[config.mk]
export PLATFORM = sky130hd
export DESIGN_NAME = sync_serial_8bit_shifter
export DESIGN_NICKNAME = d
export VERILOG_FILES = /design/src/rtl/ssi_pkg.sv /design/src/rtl/shift_clk_gen.sv /design/src/rtl/sync_serial_8bit_shifter.sv
export SDC_FILE = /design/constraint.sdc
export NUM_CORES = 1
export LEC_CHECK = 0
export BUFFER_PORTS_ARGS = -buffer_cell sky130_fd_sc_hd__buf_2
export CORE_MARGIN = 5
export CORE_UTILIZATION = 45
export DETAILED_ROUTE_END_ITERATION = 10
export HOLD_SLACK_MARGIN = 0.02
export PLACE_DENSITY = 0.69
export SKIP_LAST_GASP = 1
export SLEW_MARGIN = 10
export SYNTH_ARGS = -nofsm -noshare
export SYNTH_HDL_FRONTEND = slang
export SYNTH_SLANG_ARGS = --single-unit
[constraint.sdc]
create_clock -name aclk -period 3.76 [get_ports aclk]
set_clock_uncertainty 0.1 [all_clocks]
set_input_delay 0.564 -clock aclk [delete_from_list [all_inputs] [get_ports aclk]]
set_output_delay 0.564 -clock aclk [all_outputs]
set_load 0.005 [all_outputs]
[src/rtl/ssi_pkg.sv]
// shared constants and types of the synchronous serial shifter
package ssi_pkg;
	localparam int DATA_W = 8;
	localparam int CNT_W = 3;
	localparam int AXI_AW = 8;
	localparam logic [CNT_W-1:0] CNT_LAST = 3'h7;
	localparam logic [CNT_W-1:0] CNT_ZERO = 3'h0;

	// register indices; byte address is four times the index
	localparam logic [11:0] SMR_IDX = 12'h005;
	localparam logic [11:0] SRL_IDX = 12'h006;
	localparam logic [11:0] SRU_IDX = 12'h007;
	localparam logic [11:0] PORT_MODE_REG_A_IDX = 12'h008;
	localparam logic [11:0] CMD_IDX = 12'h009;
	localparam logic [11:0] STAT_IDX = 12'h00A;
	localparam logic [11:0] PORT_IDX = 12'h00B;

	localparam logic [3:0] SMR_RESET = 4'h0;
	localparam logic [1:0] PORT_MODE_REG_A_RESET = 2'h0;
	localparam int SMR_PIN_BIT = 3;
	localparam logic [2:0] CLK_SYS = 3'h6;
	localparam logic [2:0] CLK_EXT = 3'h7;
	localparam int CMD_START_BIT = 0;
	localparam int STAT_IRQ_BIT = 0;
	localparam int STAT_ST_LSB = 1;
	localparam int STAT_CNT_LSB = 3;
	localparam int STAT_SCK_BIT = 6;
	localparam int PORT_OUT_BIT = 0;
	localparam int PORT_OE_BIT = 1;
	localparam int PORT_IN_BIT = 2;
	localparam logic [1:0] RESP_OKAY = 2'h0;
	localparam logic [1:0] RESP_SLVERR = 2'h2;

	// timing: aclk cycles per instruction cycle, mode write latency
	localparam int CLK_HZ = 20000000;
	localparam int TCYC_CLKS = 2;
	localparam int SMR_VALID_TCYC = 2;
	localparam int SMR_DELAY_CLKS = SMR_VALID_TCYC * TCYC_CLKS;

	typedef enum logic [1:0] {
		ST_START_WAIT = 2'b00,
		ST_CLK_WAIT = 2'b01,
		ST_XFER = 2'b10
	} ser_state_t;

	typedef enum logic [1:0] {
		MODE_CONT = 2'b00,
		MODE_TX = 2'b01,
		MODE_RX = 2'b10,
		MODE_TXRX = 2'b11
	} op_mode_t;

	function automatic logic [AXI_AW-1:0] reg_addr(input logic [11:0] idx);
		reg_addr = {idx[AXI_AW-3:0], 2'b00};
	endfunction
endpackage

[src/rtl/shift_clk_gen.sv]
// prescaler that paces the internal shift clock half periods
`timescale 1ns/1ps
module shift_clk_gen import ssi_pkg::*; #(
	parameter int TCYC = TCYC_CLKS
) (
	input wire logic aclk,
	input wire logic aresetn,
	input wire logic run,
	input wire logic [2:0] src,
	output logic tick
);
	localparam int CW = 14;
	localparam int unsigned RATIO [0:5] = '{2048, 512, 128, 32, 8, 2};

	logic [CW-1:0] cnt_q;

	// half period in aclk cycles, minus one
	function automatic logic [CW-1:0] half_m1(input logic [2:0] code);
		int unsigned h;
		h = 1;
		if (code == CLK_SYS)
			h = (TCYC > 1) ? TCYC / 2 : 1;
		else if (code < CLK_SYS)
			h = RATIO[code] * TCYC;
		half_m1 = CW'(h - 1);
	endfunction

	always_ff @(posedge aclk) begin
		if (!aresetn)
			cnt_q <= '0;
		else if (!run || src == CLK_EXT || cnt_q == '0)
			cnt_q <= half_m1(src);
		else
			cnt_q <= cnt_q - CW'(1);
	end

	assign tick = run && src != CLK_EXT && cnt_q == '0;
endmodule

[src/rtl/sync_serial_8bit_shifter.sv]
// clock-synchronous 8-bit serial shifter with AXI4-Lite registers
//
// Overview of operation
// - moves 8-bit units over a clocked serial link, both directions
// - start clears the 3-bit counter; counting from falling, steps on rising
// - flag set on the eighth clock or when a transfer is aborted
// - mode write reinitialises, gates clock; mid-transfer aborts, sets flag
// - mode write acts two instruction cycles later; start waits that long, but the logic acts on start at once
// - mode register clears to zero at reset
// - mode bits 2..0 pick prescaler ratio, system clock or external clock
// - output changes on falling edge, input sampled on rising, LSB first
// - 8-bit data register, read and write as two nibbles
// - port mode bits 1..0 pick continuous clock, transmit, receive or both
// - start-wait ignores clocks; start moves to clock-wait
// - clock in clock-wait shifts, enters transfer; continuous mode no shift
// - eight clocks or start end the transfer, clear counter, set flag
// - internal clock driven after start, stops after the eighth clock except in continuous mode
// - port mode write while busy needs a mode write, back to start-wait
// - extra clocks cycle transfer, clock-wait, transfer again
// - flag cleared before a mode write stays cleared
`timescale 1ns/1ps
module sync_serial_8bit_shifter import ssi_pkg::*; #(
	parameter int TCYC = TCYC_CLKS
) (
	input wire logic aclk,
	input wire logic aresetn,
	input wire logic [AXI_AW-1:0] awaddr,
	input wire logic awvalid,
	output logic awready,
	input wire logic [31:0] wdata,
	input wire logic [3:0] wstrb,
	input wire logic wvalid,
	output logic wready,
	output logic [1:0] bresp,
	output logic bvalid,
	input wire logic bready,
	input wire logic [AXI_AW-1:0] araddr,
	input wire logic arvalid,
	output logic arready,
	output logic [31:0] rdata,
	output logic [1:0] rresp,
	output logic rvalid,
	input wire logic rready,
	input wire logic si,
	output logic so,
	input wire logic shared_port_pin_i,
	output logic shared_port_pin_o,
	output logic shared_port_pin_oe,
	output logic serial_irq
);
	logic awready_q, wready_q, bvalid_q, arready_q, rvalid_q;
	logic aw_hold_q, w_hold_q;
	logic [AXI_AW-1:0] awaddr_q;
	logic [31:0] wdata_q, rdata_q;
	logic [3:0] wstrb_q;
	logic [1:0] bresp_q, rresp_q;
	logic [3:0] smr_q, smr_pend_q;
	logic [2:0] smr_dly_q;
	logic [1:0] port_mode_reg_a_q;
	op_mode_t mode_q;
	logic port_out_q, port_oe_q;
	ser_state_t state_q;
	logic [CNT_W-1:0] cnt_q;
	logic [DATA_W-1:0] shift_data_reg_q;
	logic irq_q, so_q, sck_q, sck_prev_q, run_q;
	logic pin_o_q, pin_oe_q;
	logic wr_do, wr_hit, smr_wr, srl_wr, sru_wr, port_mode_reg_a_wr, start, flag_clr;
	logic port_wr, smr_apply, tick, ext_src, fall_ev, rise_ev, cont;
	logic last_rise, irq_set;
	logic [31:0] rd_mux;
	logic rd_hit;

	function automatic logic at(input logic [AXI_AW-1:0] a,
			input logic [11:0] idx);
		at = (a == reg_addr(idx));
	endfunction

	assign awready = awready_q;
	assign wready = wready_q;
	assign bvalid = bvalid_q;
	assign bresp = bresp_q;
	assign arready = arready_q;
	assign rvalid = rvalid_q;
	assign rdata = rdata_q;
	assign rresp = rresp_q;
	assign so = so_q;
	assign serial_irq = irq_q;
	assign shared_port_pin_o = pin_o_q;
	assign shared_port_pin_oe = pin_oe_q;

	// write channel: address and data taken in either order
	assign wr_do = aw_hold_q && w_hold_q && !bvalid_q;
	assign wr_hit = at(awaddr_q, SMR_IDX) || at(awaddr_q, SRL_IDX) ||
		at(awaddr_q, SRU_IDX) || at(awaddr_q, PORT_MODE_REG_A_IDX) ||
		at(awaddr_q, CMD_IDX) || at(awaddr_q, STAT_IDX) ||
		at(awaddr_q, PORT_IDX);
	assign smr_wr = wr_do && wstrb_q[0] && at(awaddr_q, SMR_IDX);
	assign srl_wr = wr_do && wstrb_q[0] && at(awaddr_q, SRL_IDX);
	assign sru_wr = wr_do && wstrb_q[0] && at(awaddr_q, SRU_IDX);
	assign port_mode_reg_a_wr = wr_do && wstrb_q[0] && at(awaddr_q, PORT_MODE_REG_A_IDX);
	assign port_wr = wr_do && wstrb_q[0] && at(awaddr_q, PORT_IDX);
	assign start = wr_do && wstrb_q[0] && at(awaddr_q, CMD_IDX) &&
		wdata_q[CMD_START_BIT];
	assign flag_clr = wr_do && wstrb_q[0] && at(awaddr_q, STAT_IDX) &&
		wdata_q[STAT_IRQ_BIT];

	always_ff @(posedge aclk) begin
		if (!aresetn) begin
			awready_q <= 1'h1;
			wready_q <= 1'h1;
			aw_hold_q <= 1'h0;
			w_hold_q <= 1'h0;
			awaddr_q <= '0;
			wdata_q <= '0;
			wstrb_q <= '0;
			bvalid_q <= 1'h0;
			bresp_q <= RESP_OKAY;
		end else begin
			if (awvalid && awready_q) begin
				aw_hold_q <= 1'h1;
				awready_q <= 1'h0;
				awaddr_q <= awaddr;
			end
			if (wvalid && wready_q) begin
				w_hold_q <= 1'h1;
				wready_q <= 1'h0;
				wdata_q <= wdata;
				wstrb_q <= wstrb;
			end
			if (wr_do) begin
				aw_hold_q <= 1'h0;
				w_hold_q <= 1'h0;
				bvalid_q <= 1'h1;
				bresp_q <= wr_hit ? RESP_OKAY : RESP_SLVERR;
			end
			if (bvalid_q && bready) begin
				bvalid_q <= 1'h0;
				awready_q <= 1'h1;
				wready_q <= 1'h1;
			end
		end
	end

	// read mux; the mode register is write-only and reads zero
	always_comb begin
		rd_mux = '0;
		rd_hit = 1'h1;
		if (at(araddr, SMR_IDX) || at(araddr, CMD_IDX))
			rd_mux = '0;
		else if (at(araddr, SRL_IDX))
			rd_mux[3:0] = shift_data_reg_q[3:0];
		else if (at(araddr, SRU_IDX))
			rd_mux[3:0] = shift_data_reg_q[7:4];
		else if (at(araddr, PORT_MODE_REG_A_IDX))
			rd_mux[1:0] = port_mode_reg_a_q;
		else if (at(araddr, STAT_IDX)) begin
			rd_mux[STAT_IRQ_BIT] = irq_q;
			rd_mux[STAT_ST_LSB +: 2] = state_q;
			rd_mux[STAT_CNT_LSB +: CNT_W] = cnt_q;
			rd_mux[STAT_SCK_BIT] = shared_port_pin_i;
		end else if (at(araddr, PORT_IDX)) begin
			rd_mux[PORT_OUT_BIT] = port_out_q;
			rd_mux[PORT_OE_BIT] = port_oe_q;
			rd_mux[PORT_IN_BIT] = shared_port_pin_i;
		end else
			rd_hit = 1'h0;
	end

	always_ff @(posedge aclk) begin
		if (!aresetn) begin
			arready_q <= 1'h1;
			rvalid_q <= 1'h0;
			rdata_q <= '0;
			rresp_q <= RESP_OKAY;
		end else if (arvalid && arready_q) begin
			arready_q <= 1'h0;
			rvalid_q <= 1'h1;
			rdata_q <= rd_mux;
			rresp_q <= rd_hit ? RESP_OKAY : RESP_SLVERR;
		end else if (rvalid_q && rready) begin
			rvalid_q <= 1'h0;
			arready_q <= 1'h1;
		end
	end

	// mode write lands after the settling delay
	assign smr_apply = (smr_dly_q == 3'h1);
	always_ff @(posedge aclk) begin
		if (!aresetn) begin
			smr_q <= SMR_RESET;
			smr_pend_q <= SMR_RESET;
			smr_dly_q <= '0;
			mode_q <= MODE_CONT;
		end else begin
			if (smr_wr) begin
				smr_pend_q <= wdata_q[3:0];
				smr_dly_q <= 3'(SMR_DELAY_CLKS);
			end else if (smr_dly_q != '0)
				smr_dly_q <= smr_dly_q - 3'h1;
			// operating mode latched only by a mode write
			if (smr_apply) begin
				smr_q <= smr_pend_q;
				mode_q <= op_mode_t'(port_mode_reg_a_q);
			end
		end
	end

	// port mode stored; takes hold at the next mode write
	always_ff @(posedge aclk) begin
		if (!aresetn) begin
			port_mode_reg_a_q <= PORT_MODE_REG_A_RESET;
			port_out_q <= 1'h0;
			port_oe_q <= 1'h0;
		end else begin
			if (port_mode_reg_a_wr)
				port_mode_reg_a_q <= wdata_q[1:0];
			if (port_wr) begin
				port_out_q <= wdata_q[PORT_OUT_BIT];
				port_oe_q <= wdata_q[PORT_OE_BIT];
			end
		end
	end

	shift_clk_gen #(.TCYC(TCYC)) u_clk_gen (
		.aclk(aclk),
		.aresetn(aresetn),
		.run(run_q),
		.src(smr_q[2:0]),
		.tick(tick)
	);

	// external clock edges come from the pin
	assign ext_src = (smr_q[2:0] == CLK_EXT);
	assign fall_ev = smr_q[SMR_PIN_BIT] && (ext_src ?
		(sck_prev_q && !shared_port_pin_i) : (tick && sck_q));
	assign rise_ev = smr_q[SMR_PIN_BIT] && (ext_src ?
		(!sck_prev_q && shared_port_pin_i) : (tick && !sck_q));
	assign cont = (mode_q == MODE_CONT);
	assign last_rise = rise_ev && state_q == ST_XFER && cnt_q == CNT_LAST &&
		!cont;

	// internal clock runs from start to the eighth clock, or until a mode write in continuous mode
	always_ff @(posedge aclk) begin
		if (!aresetn) begin
			run_q <= 1'h0;
			sck_q <= 1'h1;
			sck_prev_q <= 1'h1;
		end else begin
			sck_prev_q <= shared_port_pin_i;
			if (smr_wr) begin
				// clock gated off by a mode write
				run_q <= 1'h0;
				sck_q <= 1'h1;
			end else if (start) begin
				run_q <= smr_q[SMR_PIN_BIT] && !ext_src;
				sck_q <= 1'h1;
			end else begin
				if (tick)
					sck_q <= !sck_q;
				if (last_rise)
					run_q <= 1'h0;
			end
		end
	end

	always_ff @(posedge aclk) begin
		if (!aresetn) begin
			state_q <= ST_START_WAIT;
			cnt_q <= CNT_ZERO;
		end else if (smr_wr) begin
			state_q <= ST_START_WAIT;
			cnt_q <= CNT_ZERO;
		end else if (start) begin
			state_q <= ST_CLK_WAIT;
			cnt_q <= CNT_ZERO;
		end else if (!cont) begin
			case (state_q)
				ST_CLK_WAIT: begin
					if (fall_ev)
						state_q <= ST_XFER;
				end
				ST_XFER: begin
					// eighth rising edge ends the transfer
					if (last_rise) begin
						state_q <= ST_CLK_WAIT;
						cnt_q <= CNT_ZERO;
					end else if (rise_ev)
						cnt_q <= cnt_q + 3'h1;
				end
				default: begin
					state_q <= state_q;
				end
			endcase
		end
	end

	// output on falling edge, sample on rising, LSB first
	always_ff @(posedge aclk) begin
		if (!aresetn) begin
			shift_data_reg_q <= '0;
			so_q <= 1'h1;
		end else if (srl_wr || sru_wr) begin
			// nibble access to the data register
			if (srl_wr)
				shift_data_reg_q[3:0] <= wdata_q[3:0];
			if (sru_wr)
				shift_data_reg_q[7:4] <= wdata_q[3:0];
		end else if (smr_wr) begin
			// initialised output idles high
			so_q <= 1'h1;
		end else if (state_q != ST_START_WAIT && !cont && !start)
				begin
			if (fall_ev && mode_q[0])
				so_q <= shift_data_reg_q[0];
			// eight bits shift through per transfer
			if (rise_ev && state_q == ST_XFER)
				shift_data_reg_q <= {mode_q[1] ? si : 1'h0,
					shift_data_reg_q[DATA_W-1:1]};
		end
	end

	// flag set on completion or abort
	assign irq_set = last_rise || ((smr_wr || start) && state_q == ST_XFER);
	always_ff @(posedge aclk) begin
		if (!aresetn)
			irq_q <= 1'h0;
		else if (irq_set)
			irq_q <= 1'h1;
		else if (flag_clr)
			irq_q <= 1'h0;
	end

	// shared pin is port or serial clock
	always_ff @(posedge aclk) begin
		if (!aresetn) begin
			pin_o_q <= 1'h1;
			pin_oe_q <= 1'h0;
		end else if (smr_q[SMR_PIN_BIT]) begin
			pin_o_q <= sck_q;
			// external clock leaves the pin undriven
			pin_oe_q <= !ext_src;
		end else begin
			pin_o_q <= port_out_q;
			pin_oe_q <= port_oe_q;
		end
	end

	property p_smr_reset;
		@(posedge aclk) disable iff (!aresetn)
		$rose(aresetn) |-> smr_q == SMR_RESET && !irq_q;
	endproperty
	a_smr_reset: assert property (p_smr_reset)
		else $error("mode register not zero after reset");

	property p_start_clr;
		@(posedge aclk) disable iff (!aresetn)
		start && !smr_wr |=> cnt_q == CNT_ZERO && state_q == ST_CLK_WAIT;
	endproperty
	a_start_clr: assert property (p_start_clr)
		else $error("start did not clear the counter");

	property p_eighth;
		@(posedge aclk) disable iff (!aresetn)
		last_rise && !smr_wr && !start |=>
			irq_q && state_q == ST_CLK_WAIT && cnt_q == CNT_ZERO;
	endproperty
	a_eighth: assert property (p_eighth)
		else $error("eighth clock did not end the transfer");

	property p_abort;
		@(posedge aclk) disable iff (!aresetn)
		smr_wr && state_q == ST_XFER |=>
			irq_q && state_q == ST_START_WAIT && cnt_q == CNT_ZERO && !run_q;
	endproperty
	a_abort: assert property (p_abort)
		else $error("mode write did not abort the transfer");

	property p_smr_late;
		@(posedge aclk) disable iff (!aresetn)
		smr_wr |=> smr_q == $past(smr_q) ##1 smr_q == $past(smr_q, 2);
	endproperty
	a_smr_late: assert property (p_smr_late)
		else $error("mode write took effect too early");

	property p_wait_idle;
		@(posedge aclk) disable iff (!aresetn)
		state_q == ST_START_WAIT && !start |=>
			state_q != ST_XFER && cnt_q == CNT_ZERO;
	endproperty
	a_wait_idle: assert property (p_wait_idle)
		else $error("start-wait reacted to a clock");

	property p_ext_hiz;
		@(posedge aclk) disable iff (!aresetn)
		pin_oe_q |-> !($past(smr_q[SMR_PIN_BIT]) &&
			$past(smr_q[2:0]) == CLK_EXT);
	endproperty
	a_ext_hiz: assert property (p_ext_hiz)
		else $error("clock pin driven with external source");

	property p_so_fall;
		@(posedge aclk) disable iff (!aresetn)
		$changed(so_q) |-> $past(fall_ev) || $past(smr_wr);
	endproperty
	a_so_fall: assert property (p_so_fall)
		else $error("serial output changed off a falling edge");

	property p_sticky;
		@(posedge aclk) disable iff (!aresetn)
		irq_q && !flag_clr |=> irq_q;
	endproperty
	a_sticky: assert property (p_sticky)
		else $error("flag dropped without a clear");

	property p_set_wins;
		@(posedge aclk) disable iff (!aresetn)
		irq_set && flag_clr |=> irq_q;
	endproperty
	a_set_wins: assert property (p_set_wins)
		else $error("clear beat a concurrent set");

	c_done: cover property (@(posedge aclk) disable iff (!aresetn)
		last_rise ##1 irq_q);
	c_abort: cover property (@(posedge aclk) disable iff (!aresetn)
		smr_wr && state_q == ST_XFER);
	c_ext: cover property (@(posedge aclk) disable iff (!aresetn)
		ext_src && last_rise);
	c_restart: cover property (@(posedge aclk) disable iff (!aresetn)
		start && state_q == ST_XFER);
endmodule

==> results.cfg, run 1 <==
[finish]
regArea_um2 = 1602
n_antenna_cell = 0
layout-drive-gt1-share = 0.1423
syn_to_final_growth_pct = 10.27
final_nets = 620
utilization = 0.5075
multi_input_area_um2 = 2387
fill_cells = 890

[clocking]
clk_pin_slew_worst_paths_ps = 90
clk_latency_ps = 360
clk_path_buf_depth = 2
cts.repair.resized = 0
postCtsSetupRepairBufs = 0
htreeDepth = 3
postCtsHoldBufs = 0
tritoncts = done
cts_made_buffers = 9
cts.sinks = 80
clock-root-buffer = clkbuf_8

[pwr]
p_switching_mw = 0.4830
power_frac_seq = 0.482
p_clk_frac = 0.412
p_sw_frac = 0.2521
internal-power_mw = 1.433
power_frac_comb = 0.106
ir_drop_v = 0.0002619
power_density_nw_per_um2 = 408.5
totalPowerFinal_mw = 1.916
cellLeakagePower_nw = 1.926

[run]
max_cap_violations = 0

[sta]
fmax_ghz = 0.3156
setup_viol = 0
tightest_slew_ps = 952.0
max-slew-margin-rel = 0.3644
tns_ps = 0
rsz0062_at_grt = false
slew_violations = 0
hold_violations = 0
fin_crit_ps = 3169
min_period_over_period = 0.8428

[floorplan]
coreArea_um2 = 9240
ios = 106
start_util = 0.4603
dieArea_um2 = 11500
die_x_um = 107.2
rows = 35
die_y_um = 107.2

[logic_synthesis]
syn_area_um2 = 4253
yosysTopAreaCell = dfxtp_1
syn_avg_cell_area_um2 = 8.210
yosysTopAreaCellShare = 0.3766
ys_ff_latch = 80
synth_edf_count = 0
yosys-top-cells-area = dfxtp_1, mux2i_1, a21oi_1, nor2_1, buf_4
yosysSeqAreaShare = 0.3766
ys_dominant_reg_cell = dfxtp_1
syn-instance-count = 518
ys_async_sr_fraction = 0
ys_types = 61
yosys_warnings = 0

[grt]
grt_overflow = 0
grt-busiest-layer = met2
grt.total_usage = 0.1756
grt_util_met1 = 0.2252
grt_first_pass_wirelength_mm = 16.44
grtUsageMet3 = 0.04877
antenna_found_initial = 0
grt_pass1_vias = 3505
grt_max_degree = 55
use_met2 = 0.2842

[setup_path]
critPathLaunchType = register
crit_fanout = 17
rr_worst_depth = 10
crit_arrival_ps = 3360
r2r_end = u_clk_gen.cnt_q[6]$_SDFF_PN0_
required_ps = 3950
path_class = reg -> reg
endpoint_kind = register
rr_startpoint = u_clk_gen.cnt_q[4]$_SDFF_PN0_
rrSetupSlack_ps = 590

[route]
drc = 0
ant_nets = 0
num_vias = 3764
routedWlPerCell_um = 14.36
dr.pass1.iters = 4
initialDrtViolationCount = 193
drt-total-wl_mm = 9.821
viasPerCell = 5.503

[min_path]
min_from = wdata[3]
hold_path.class = in -> reg
hold_depth = 3
min_to = wdata_q[3]$_SDFFE_PN0P_

[placement]
portBuffers = 47
hpwl_mm = 6.996
gp_congestion = 0.8540

[status]
outcome = finished, final reports clean
through the flow:
stage | hold WS (ps) | area (um^2) | instances | setup WS [ps]
6_report | 349.7 | 4690 | 684 | 591.3
5_1_grt | 333.8 | 4690 | 684 | 379.3
4_1_cts | 335.9 | 4690 | 684 | 663.6
3_5_place_dp | 344.4 | 4438 | 668 | 668.3
3_3_place_gp | 333.6 | 4438 | 668 | 667.7
2_1_floorplan | 324.0 | 4350 | 544 | 1092
routing by layer:
metal	up-vias	share of wire
li1	1858	-
met1	1785	0.44
met2	107	0.48
met3	14	0.056
met4	0	0.015
met5	-	0
cells in the mapped netlist, types with 2 or more instances:
master and number:
a221oi_1 2, mux2_2 2, a22oi_1 5, nand2b_1 8, buf_2 4, nand4b_1 2, nor4b_2 2, mux2i_1 26
o221ai_1 2, clkbuf_1 20, nand4_1 4, o22ai_1 3, dfxtp_1 80, nand3_1 29, nor4b_1 3, nand3b_1 3
o21a_1 4, o211ai_1 4, nor4_1 3, a21oi_1 47, a211oi_1 14, nand2_1 52, nor2_1 62, buf_4 28
o21ai_0 24, xor2_1 4, or3_1 5, inv_1 11, a32oi_1 3, nor3_1 9, and3_1 2, a31oi_1 6
ha_1 9, and2_1 6, xnor2_1 2, nor2b_1 3
layout by cell type, fill, tap and decap left out, drive strengths merged, types with 6 or more instances in the layout:
cell / Yosys / final
and2: 6 / 6
a21oi: 48 / 48
a31oi: 6 / 6
buf: 33 / 48
ha: 9 / 9
a211oi: 14 / 14
nand2: 52 / 52
o21ai: 25 / 25
mux2i: 26 / 26
inv: 12 / 13
nor3: 9 / 9
dfxtp: 80 / 80
nand2b: 8 / 8
conb: 1 / 27
clkbuf: 20 / 10
nand3: 29 / 29
nor2: 63 / 63
sequential cells by signal, indices dropped and copies added (netlist names), 3 cells and up:
signal,count
wdata_q,4
smr_q,4
smr_dly_q,3
cnt_q,3
u_clk_gen.cnt_q,14
smr_pend_q,4
rdata,7
awaddr_q,8
shift_data_reg_q,8
kinds of logic after synthesis:
kind of cell / count (synthesis) / share of synthesized area
and+or+nand+nor: 201 / 0.2336
buffers and inverters: 65 / 0.08502
muxes: 28 / 0.06649
adders and majority gates: 9 / 0.02648
AOI/OAI and AO/OA: 128 / 0.1986
other: 1 / 0.0008818
xor gates and xnor gates: 6 / 0.01236
DFF: 80 / 0.3766
critical path: stages, from the launching register on:
cell and delay (ps):
dfxtp_1 560, nor4_4 100, and4_1 290, nor2_2 550
a21oi_1 200, ha_1 260, o31ai_2 210, mux2_2 410
o221ai_1 210, o21ai_0 120, nor2_1 90
worst max-delay path by stage:
stage / from / end / depth (start not counted)
after floorplan: u_clk_gen.cnt_q[9]$_SDFF_PN0_ / u_clk_gen.cnt_q[6]$_SDFF_PN0_ / 12
after global placement: u_clk_gen.cnt_q[4]$_SDFF_PN0_ / u_clk_gen.cnt_q[6]$_SDFF_PN0_ / 10
after detailed placement: smr_q[1]$_SDFFE_PN0P_ / u_clk_gen.cnt_q[6]$_SDFF_PN0_ / 10
after CTS: smr_q[1]$_SDFFE_PN0P_ / u_clk_gen.cnt_q[6]$_SDFF_PN0_ / 10
after global routing: smr_q[1]$_SDFFE_PN0P_ / u_clk_gen.cnt_q[6]$_SDFF_PN0_ / 10
final: u_clk_gen.cnt_q[4]$_SDFF_PN0_ / u_clk_gen.cnt_q[6]$_SDFF_PN0_ / 10
layout make-up:
cell class              count  share of cell area
multi-input cells         399              0.5091
clock inverters             6             0.02428
repair buffers             48             0.05176
clock buffers              10             0.02935
well taps                 129             0.03442
inverters                  12            0.009605
flip-flops and latches     80              0.3415
power by group through the flow:
stage                     Sequential, mW  Clock [mW]  Combinational [mW]
after floorplan                    0.929           0               0.183
after global placement             0.941           0               0.193
after detailed placement           0.943           0               0.204
after CTS                          0.924       0.803               0.204
after global routing               0.931       0.850               0.230
final                              0.924       0.788               0.203
Note: power is estimated with default switching activity, not from simulation.
==> run 2, diff against run 1 <==
- clock period: 3.76 -> 3.11 ns (I/O delays scaled with it)
==> run 2 against run 1 <==
- fmax is 18% higher
- setup slack worse by 170 ps
- critical endpoint unchanged
- register-to-register slack worse by 170 ps
- combinational power is 20% higher
- total power is 19% higher
- via count is 0.96% lower
- core utilization is 0.31 points higher
- non-clock buffer count is 6 higher
==> results.cfg, run 2 (same netlist as run 1, synthesis figures left out) <==
[route]
ant_nets = 0
dr.pass1.iters = 4
drc = 0
routedWlPerCell_um = 14.22
viasPerCell = 5.403
drt-total-wl_mm = 9.813
num_vias = 3728
initialDrtViolationCount = 201

[sta]
setup_viol = 0
max-slew-margin-rel = 0.3594
fin_crit_ps = 2689
fmax_ghz = 0.3719
tns_ps = 0
tightest_slew_ps = 959.4
slew_violations = 0
hold_violations = 0
setup_ws_ps = 420.9
rsz0062_at_grt = false
holdWs_ps = 260.5
min_period_over_period = 0.8647

[placement]
gp_congestion = 0.8688
dpl_worst_slack_ps = 473.3
hpwl_mm = 7.009
portBuffers = 47
placed_cell_area_um2 = 4483

[clocking]
clk_latency_ps = 350
cts.sinks = 80
htreeDepth = 3
cts_made_buffers = 9
postCtsSetupRepairBufs = 0
cts.repair.resized = 0
tritoncts = done
clock-root-buffer = clkbuf_8
postCtsHoldBufs = 0
clk_pin_slew_worst_paths_ps = 90
clk_path_buf_depth = 2

[floorplan]
start_util = 0.4603
rows = 35
die_y_um = 107.2
dieArea_um2 = 11500
coreArea_um2 = 9240
die_x_um = 107.2
ios = 106

[grt]
grt.total_usage = 0.1718
grt_max_degree = 55
grt_overflow = 0
antenna_found_initial = 0
grt_first_pass_wirelength_mm = 16.19
grt_pass1_vias = 3463

[finish]
largest_reg_flops = 14
final_common_cell = dfxtp_1
utilization = 0.5106
reg_top3 = u_clk_gen.cnt_q (14), awaddr_q (8), shift_data_reg_q (8)
layout-drive-gt1-share = 0.1497
n_antenna_cell = 0
fin_area_um2 = 4718
mostFrequentLayoutCells = dfxtp_1, nor2_1, nand2_1
final_nets = 626
syn_to_final_growth_pct = 10.94
regMostFlops = u_clk_gen.cnt_q

[setup_path]
rr_worst_depth = 11
endpoint_kind = register
critPathLaunchType = register
r2r_end = u_clk_gen.cnt_q[6]$_SDFF_PN0_
crit_arrival_ps = 2880
path_class = reg -> reg
endpoint = u_clk_gen.cnt_q[6]$_SDFF_PN0_
rr_startpoint = u_clk_gen.cnt_q[4]$_SDFF_PN0_
required_ps = 3300
crit_path_start = u_clk_gen.cnt_q[4]$_SDFF_PN0_
rrSetupSlack_ps = 420
crit_fanout = 9

[pwr]
cellLeakagePower_nw = 1.954
power_density_nw_per_um2 = 482.2
ir_drop_v = 0.0003221

[run]
max_cap_violations = 0

[status]
outcome = finished, final reports clean

[min_path]
hold_path.class = in -> reg
min_from = wdata[3]
[run 2: through the flow]
| stage | instances | power (mW) |
|---|---|---|
| 2_1_floorplan | 544 | 1.343 |
| 3_3_place_gp | 674 | 1.371 |
| 3_5_place_dp | 674 | 1.384 |
| 4_1_cts | 690 | 2.292 |
| 5_1_grt | 690 | 2.370 |
| 6_report | 690 | 2.275 |
[run 2: how the worst min path moves through the flow]
stage                                endpoint  slack (ps)  depth (start not counted)
6_report              wdata_q[3]$_SDFFE_PN0P_         260                          3
5_1_grt              awaddr_q[6]$_SDFFE_PN0P_         260                          3
4_1_cts               wstrb_q[0]$_SDFFE_PN0P_         250                          3
3_5_place_dp   u_clk_gen.cnt_q[13]$_SDFF_PN0_         350                          2
3_3_place_gp   u_clk_gen.cnt_q[13]$_SDFF_PN0_         330                          2
2_1_floorplan  u_clk_gen.cnt_q[13]$_SDFF_PN0_         320                          2
[run 2: area by class of cell]
| cell class | count | area [um^2] |
|---|---|---|
| clock buffer | 10 | 127.6 |
| fill | 849 | 4522 |
| multi-input combinational | 399 | 2387 |
| clock inverter | 6 | 107.6 |
| inverter | 12 | 45.04 |
| sequential | 80 | 1602 |
| tap | 129 | 161.4 |
| timing repair buffer | 54 | 287.8 |
[run 2: worst max-delay path, cell delays in order (launching register included)]
cell	delay, ps
dfxtp_1	430
nor4_4	350
and4_1	270
nor2_2	80
nor2_1	100
a21oi_1	60
ha_1	230
o31ai_2	180
mux2_2	410
o221ai_1	220
o21ai_0	120
nor2_1	90
[run 2: where the power goes]
| part | total (mW) | internal [mW] | switching (mW) |
|---|---|---|---|
| clock | 0.914 | 0.531 | 0.382 |
| combinational | 0.244 | 0.106 | 0.138 |
| sequential | 1.12 | 1.07 | 0.0490 |
[run 2: metal layers]
metal	vias to the layer above	global-route usage	wire length [um]
met5	-	0	0
li1	1875	-	-
met1	1751	0.2285	4670
met2	85	0.2721	4545
met3	17	0.04335	410
met4	0	0.05479	187
==> run 3, diff against run 2 <==
- ABC_AREA: unset -> 1
- PLACE_DENSITY: 0.69 -> 0.7
==> run 3 against run 2 <==
- sequential share of layout area rose by 1.6 points
- setup slack better by 440 ps
- total power is 11% higher
- clock power fell by 25%
- combinational power increased to 2.6 times the previous value
- non-clock buffer count is 6 lower
- hold slack improved by 4.7 ps
- die area shrank 3.2%
==> results.cfg, run 3 <==
[grt]
use_met2 = 0.2732
grt-busiest-layer = met2
grt_pass1_vias = 3376
grt_first_pass_wirelength_mm = 15.17
grt_overflow = 0
grt.total_usage = 0.1633
grtUsageMet3 = 0.04340
antenna_found_initial = 0
grt_max_degree = 43
grt_util_met1 = 0.2108

[clocking]
clk_latency_ps = 360
cts_made_buffers = 9
cts.sinks = 80
tritoncts = done
cts.repair.resized = 0
clk_path_buf_depth = 2
postCtsHoldBufs = 0
clk_pin_slew_worst_paths_ps = 90
htreeDepth = 3
postCtsSetupRepairBufs = 0
clock-root-buffer = clkbuf_8

[setup_path]
path_buf_inv = 2
r2r_end = u_clk_gen.cnt_q[8]$_SDFF_PN0_
path_class = reg -> reg
rr_startpoint = u_clk_gen.cnt_q[1]$_SDFF_PN0_
crit_family = simple AND/OR/NAND/NOR gates
rr_worst_depth = 14
crit_fanout = 9
critical_path.max_stage_delay_ps = 310
rrSetupSlack_ps = 860
crit_path_start = u_clk_gen.cnt_q[1]$_SDFF_PN0_
worstPathCellList = or2_1, nor2_4, nand2_4, nand2_8, inv_6, nand2_1, nand2_2, inv_1, ha_1, nand3_2, nor2_4, nand3_1, nand2_1, a21oi_1
cp_slowest_cell = dfxtp_1
required_ps = 3230
critPathLaunchType = register
crit_arrival_ps = 2370
endpoint_kind = register

[finish]
n_antenna_cell = 0
syn_to_final_growth_pct = 9.698
final_common_cell = nand2_1
regMostFlops = u_clk_gen.cnt_q
fill_cells = 901
final_nets = 702
mostFrequentLayoutCells = nand2_1, nor2_1, dfxtp_1
layout-drive-gt1-share = 0.1381
largest_reg_flops = 14
utilization = 0.5111
reg_top3 = u_clk_gen.cnt_q (14), awaddr_q (8), shift_data_reg_q (8)

[floorplan]
start_util = 0.4659
die_y_um = 105.5
dieArea_um2 = 11130
coreArea_um2 = 8806
die_x_um = 105.5
ios = 106
rows = 34

[pwr]
cellLeakagePower_nw = 2.133
power_density_nw_per_um2 = 563.6
ir_drop_v = 0.0003058

[sta]
max-slew-margin-rel = 0.5566
setup_viol = 0
fmax_ghz = 0.4444
tns_ps = 0
fin_crit_ps = 2250
rsz0062_at_grt = false
min_period_over_period = 0.7235
tightest_slew_ps = 660.1
slew_violations = 0
hold_violations = 0

[placement]
portBuffers = 47
hpwl_mm = 6.910
gp_congestion = 0.9163

[route]
drt-total-wl_mm = 9.137
num_vias = 3732
viasPerCell = 5.009
initialDrtViolationCount = 166
ant_nets = 0
routedWlPerCell_um = 12.26
drc = 0
dr.pass1.iters = 5

[logic_synthesis]
syn_area_um2 = 4103
yosysTopAreaCellShare = 0.3904
synth_top_family_by_area = simple AND/OR/NAND/NOR gates
syn-instance-count = 585
syn_avg_cell_area_um2 = 7.013
synth_common_cells = nand2_1, nor2_1, dfxtp_1
synth_edf_count = 0
yosysSeqAreaShare = 0.3904
yosys_warnings = 0
synth_mux_area_frac = 0
ys_types = 38
synth_compound_area_frac = 0.1439
synth_simple_gate_area_share = 0.3108
yosys.cell_count.top_type = nand2_1
ys_dominant_reg_cell = dfxtp_1
yosysTopAreaCell = dfxtp_1
synth_adder_area_share = 0.02745
yosys-top-cells-area = dfxtp_1, nand2_1, nor2_1, a21oi_1, o21ai_0
ys_async_sr_fraction = 0
ys_ff_latch = 80
synth_xor_area_frac = 0.004270

[min_path]
hold_depth = 3
hold_path.class = in -> reg
min_to = awaddr_q[4]$_SDFFE_PN0P_
min_from = awaddr[4]

[run]
max_cap_violations = 0

[status]
outcome = finished, final reports clean
-- run 3: tightest hold or removal path, delay by kind of cell --
| kind | cells | cell delay, ps |
|---|---|---|
| and+or+nand+nor | 1 | 80 |
| AOI/OAI and AO/OA | 1 | 70 |
| buffers and inverters | 1 | 70 |
-- run 3: routing by layer --
layer	wire, um	part of all wire
met3	568	0.062
met2	4397	0.48
met1	4100	0.45
met4	70	0.0077
met5	0	0
-- run 3: worst max path at each step --
stage | to | slack (ps) | depth (start not counted)
5_1_grt | u_clk_gen.cnt_q[8]$_SDFF_PN0_ | 690 | 14
6_report | u_clk_gen.cnt_q[8]$_SDFF_PN0_ | 860 | 14
3_3_place_gp | u_clk_gen.cnt_q[8]$_SDFF_PN0_ | 900 | 14
2_1_floorplan | u_clk_gen.cnt_q[10]$_SDFF_PN0_ | 1110 | 14
3_5_place_dp | u_clk_gen.cnt_q[8]$_SDFF_PN0_ | 840 | 14
4_1_cts | u_clk_gen.cnt_q[8]$_SDFF_PN0_ | 830 | 14
-- run 3: final cells by class --
cell class / instances / area, um^2 / area share
multi-input cells: 429 / 2097 / 0.4659
clock buffers: 11 / 141.4 / 0.03142
well taps: 108 / 135.1 / 0.03003
clock inverters: 5 / 32.53 / 0.007228
flip-flops and latches: 80 / 1602 / 0.3559
repair buffers: 48 / 242.7 / 0.05393
inverters: 64 / 250.2 / 0.05560
-- run 3: metrics by stage --
step	area [um^2]	std cells	setup slack [ps]	hold slack (ps)	power, mW
floorplan	4200	611	1112	341.1	1.755
global placement	4327	729	902.7	352.4	1.848
detailed placement	4327	729	838.7	355.2	1.871
CTS	4501	745	827.6	256.7	2.552
global route	4501	745	689.6	270.8	2.716
finish	4501	745	859.9	265.2	2.536
-- run 3: logic make-up after synthesis --
family / Yosys count
buffers and inverters: 102
AND/OR/NAND/NOR: 279
adder cells (fa/ha/maj): 9
other: 1
AO/OA/AOI/OAI: 112
XOR/XNOR: 2
flip-flops: 80
-- run 3: power breakdown --
group | total (mW) | internal (mW) | switching (mW)
clock network | 0.688 | 0.309 | 0.379
registers | 1.22 | 1.14 | 0.0752
logic | 0.629 | 0.230 | 0.399
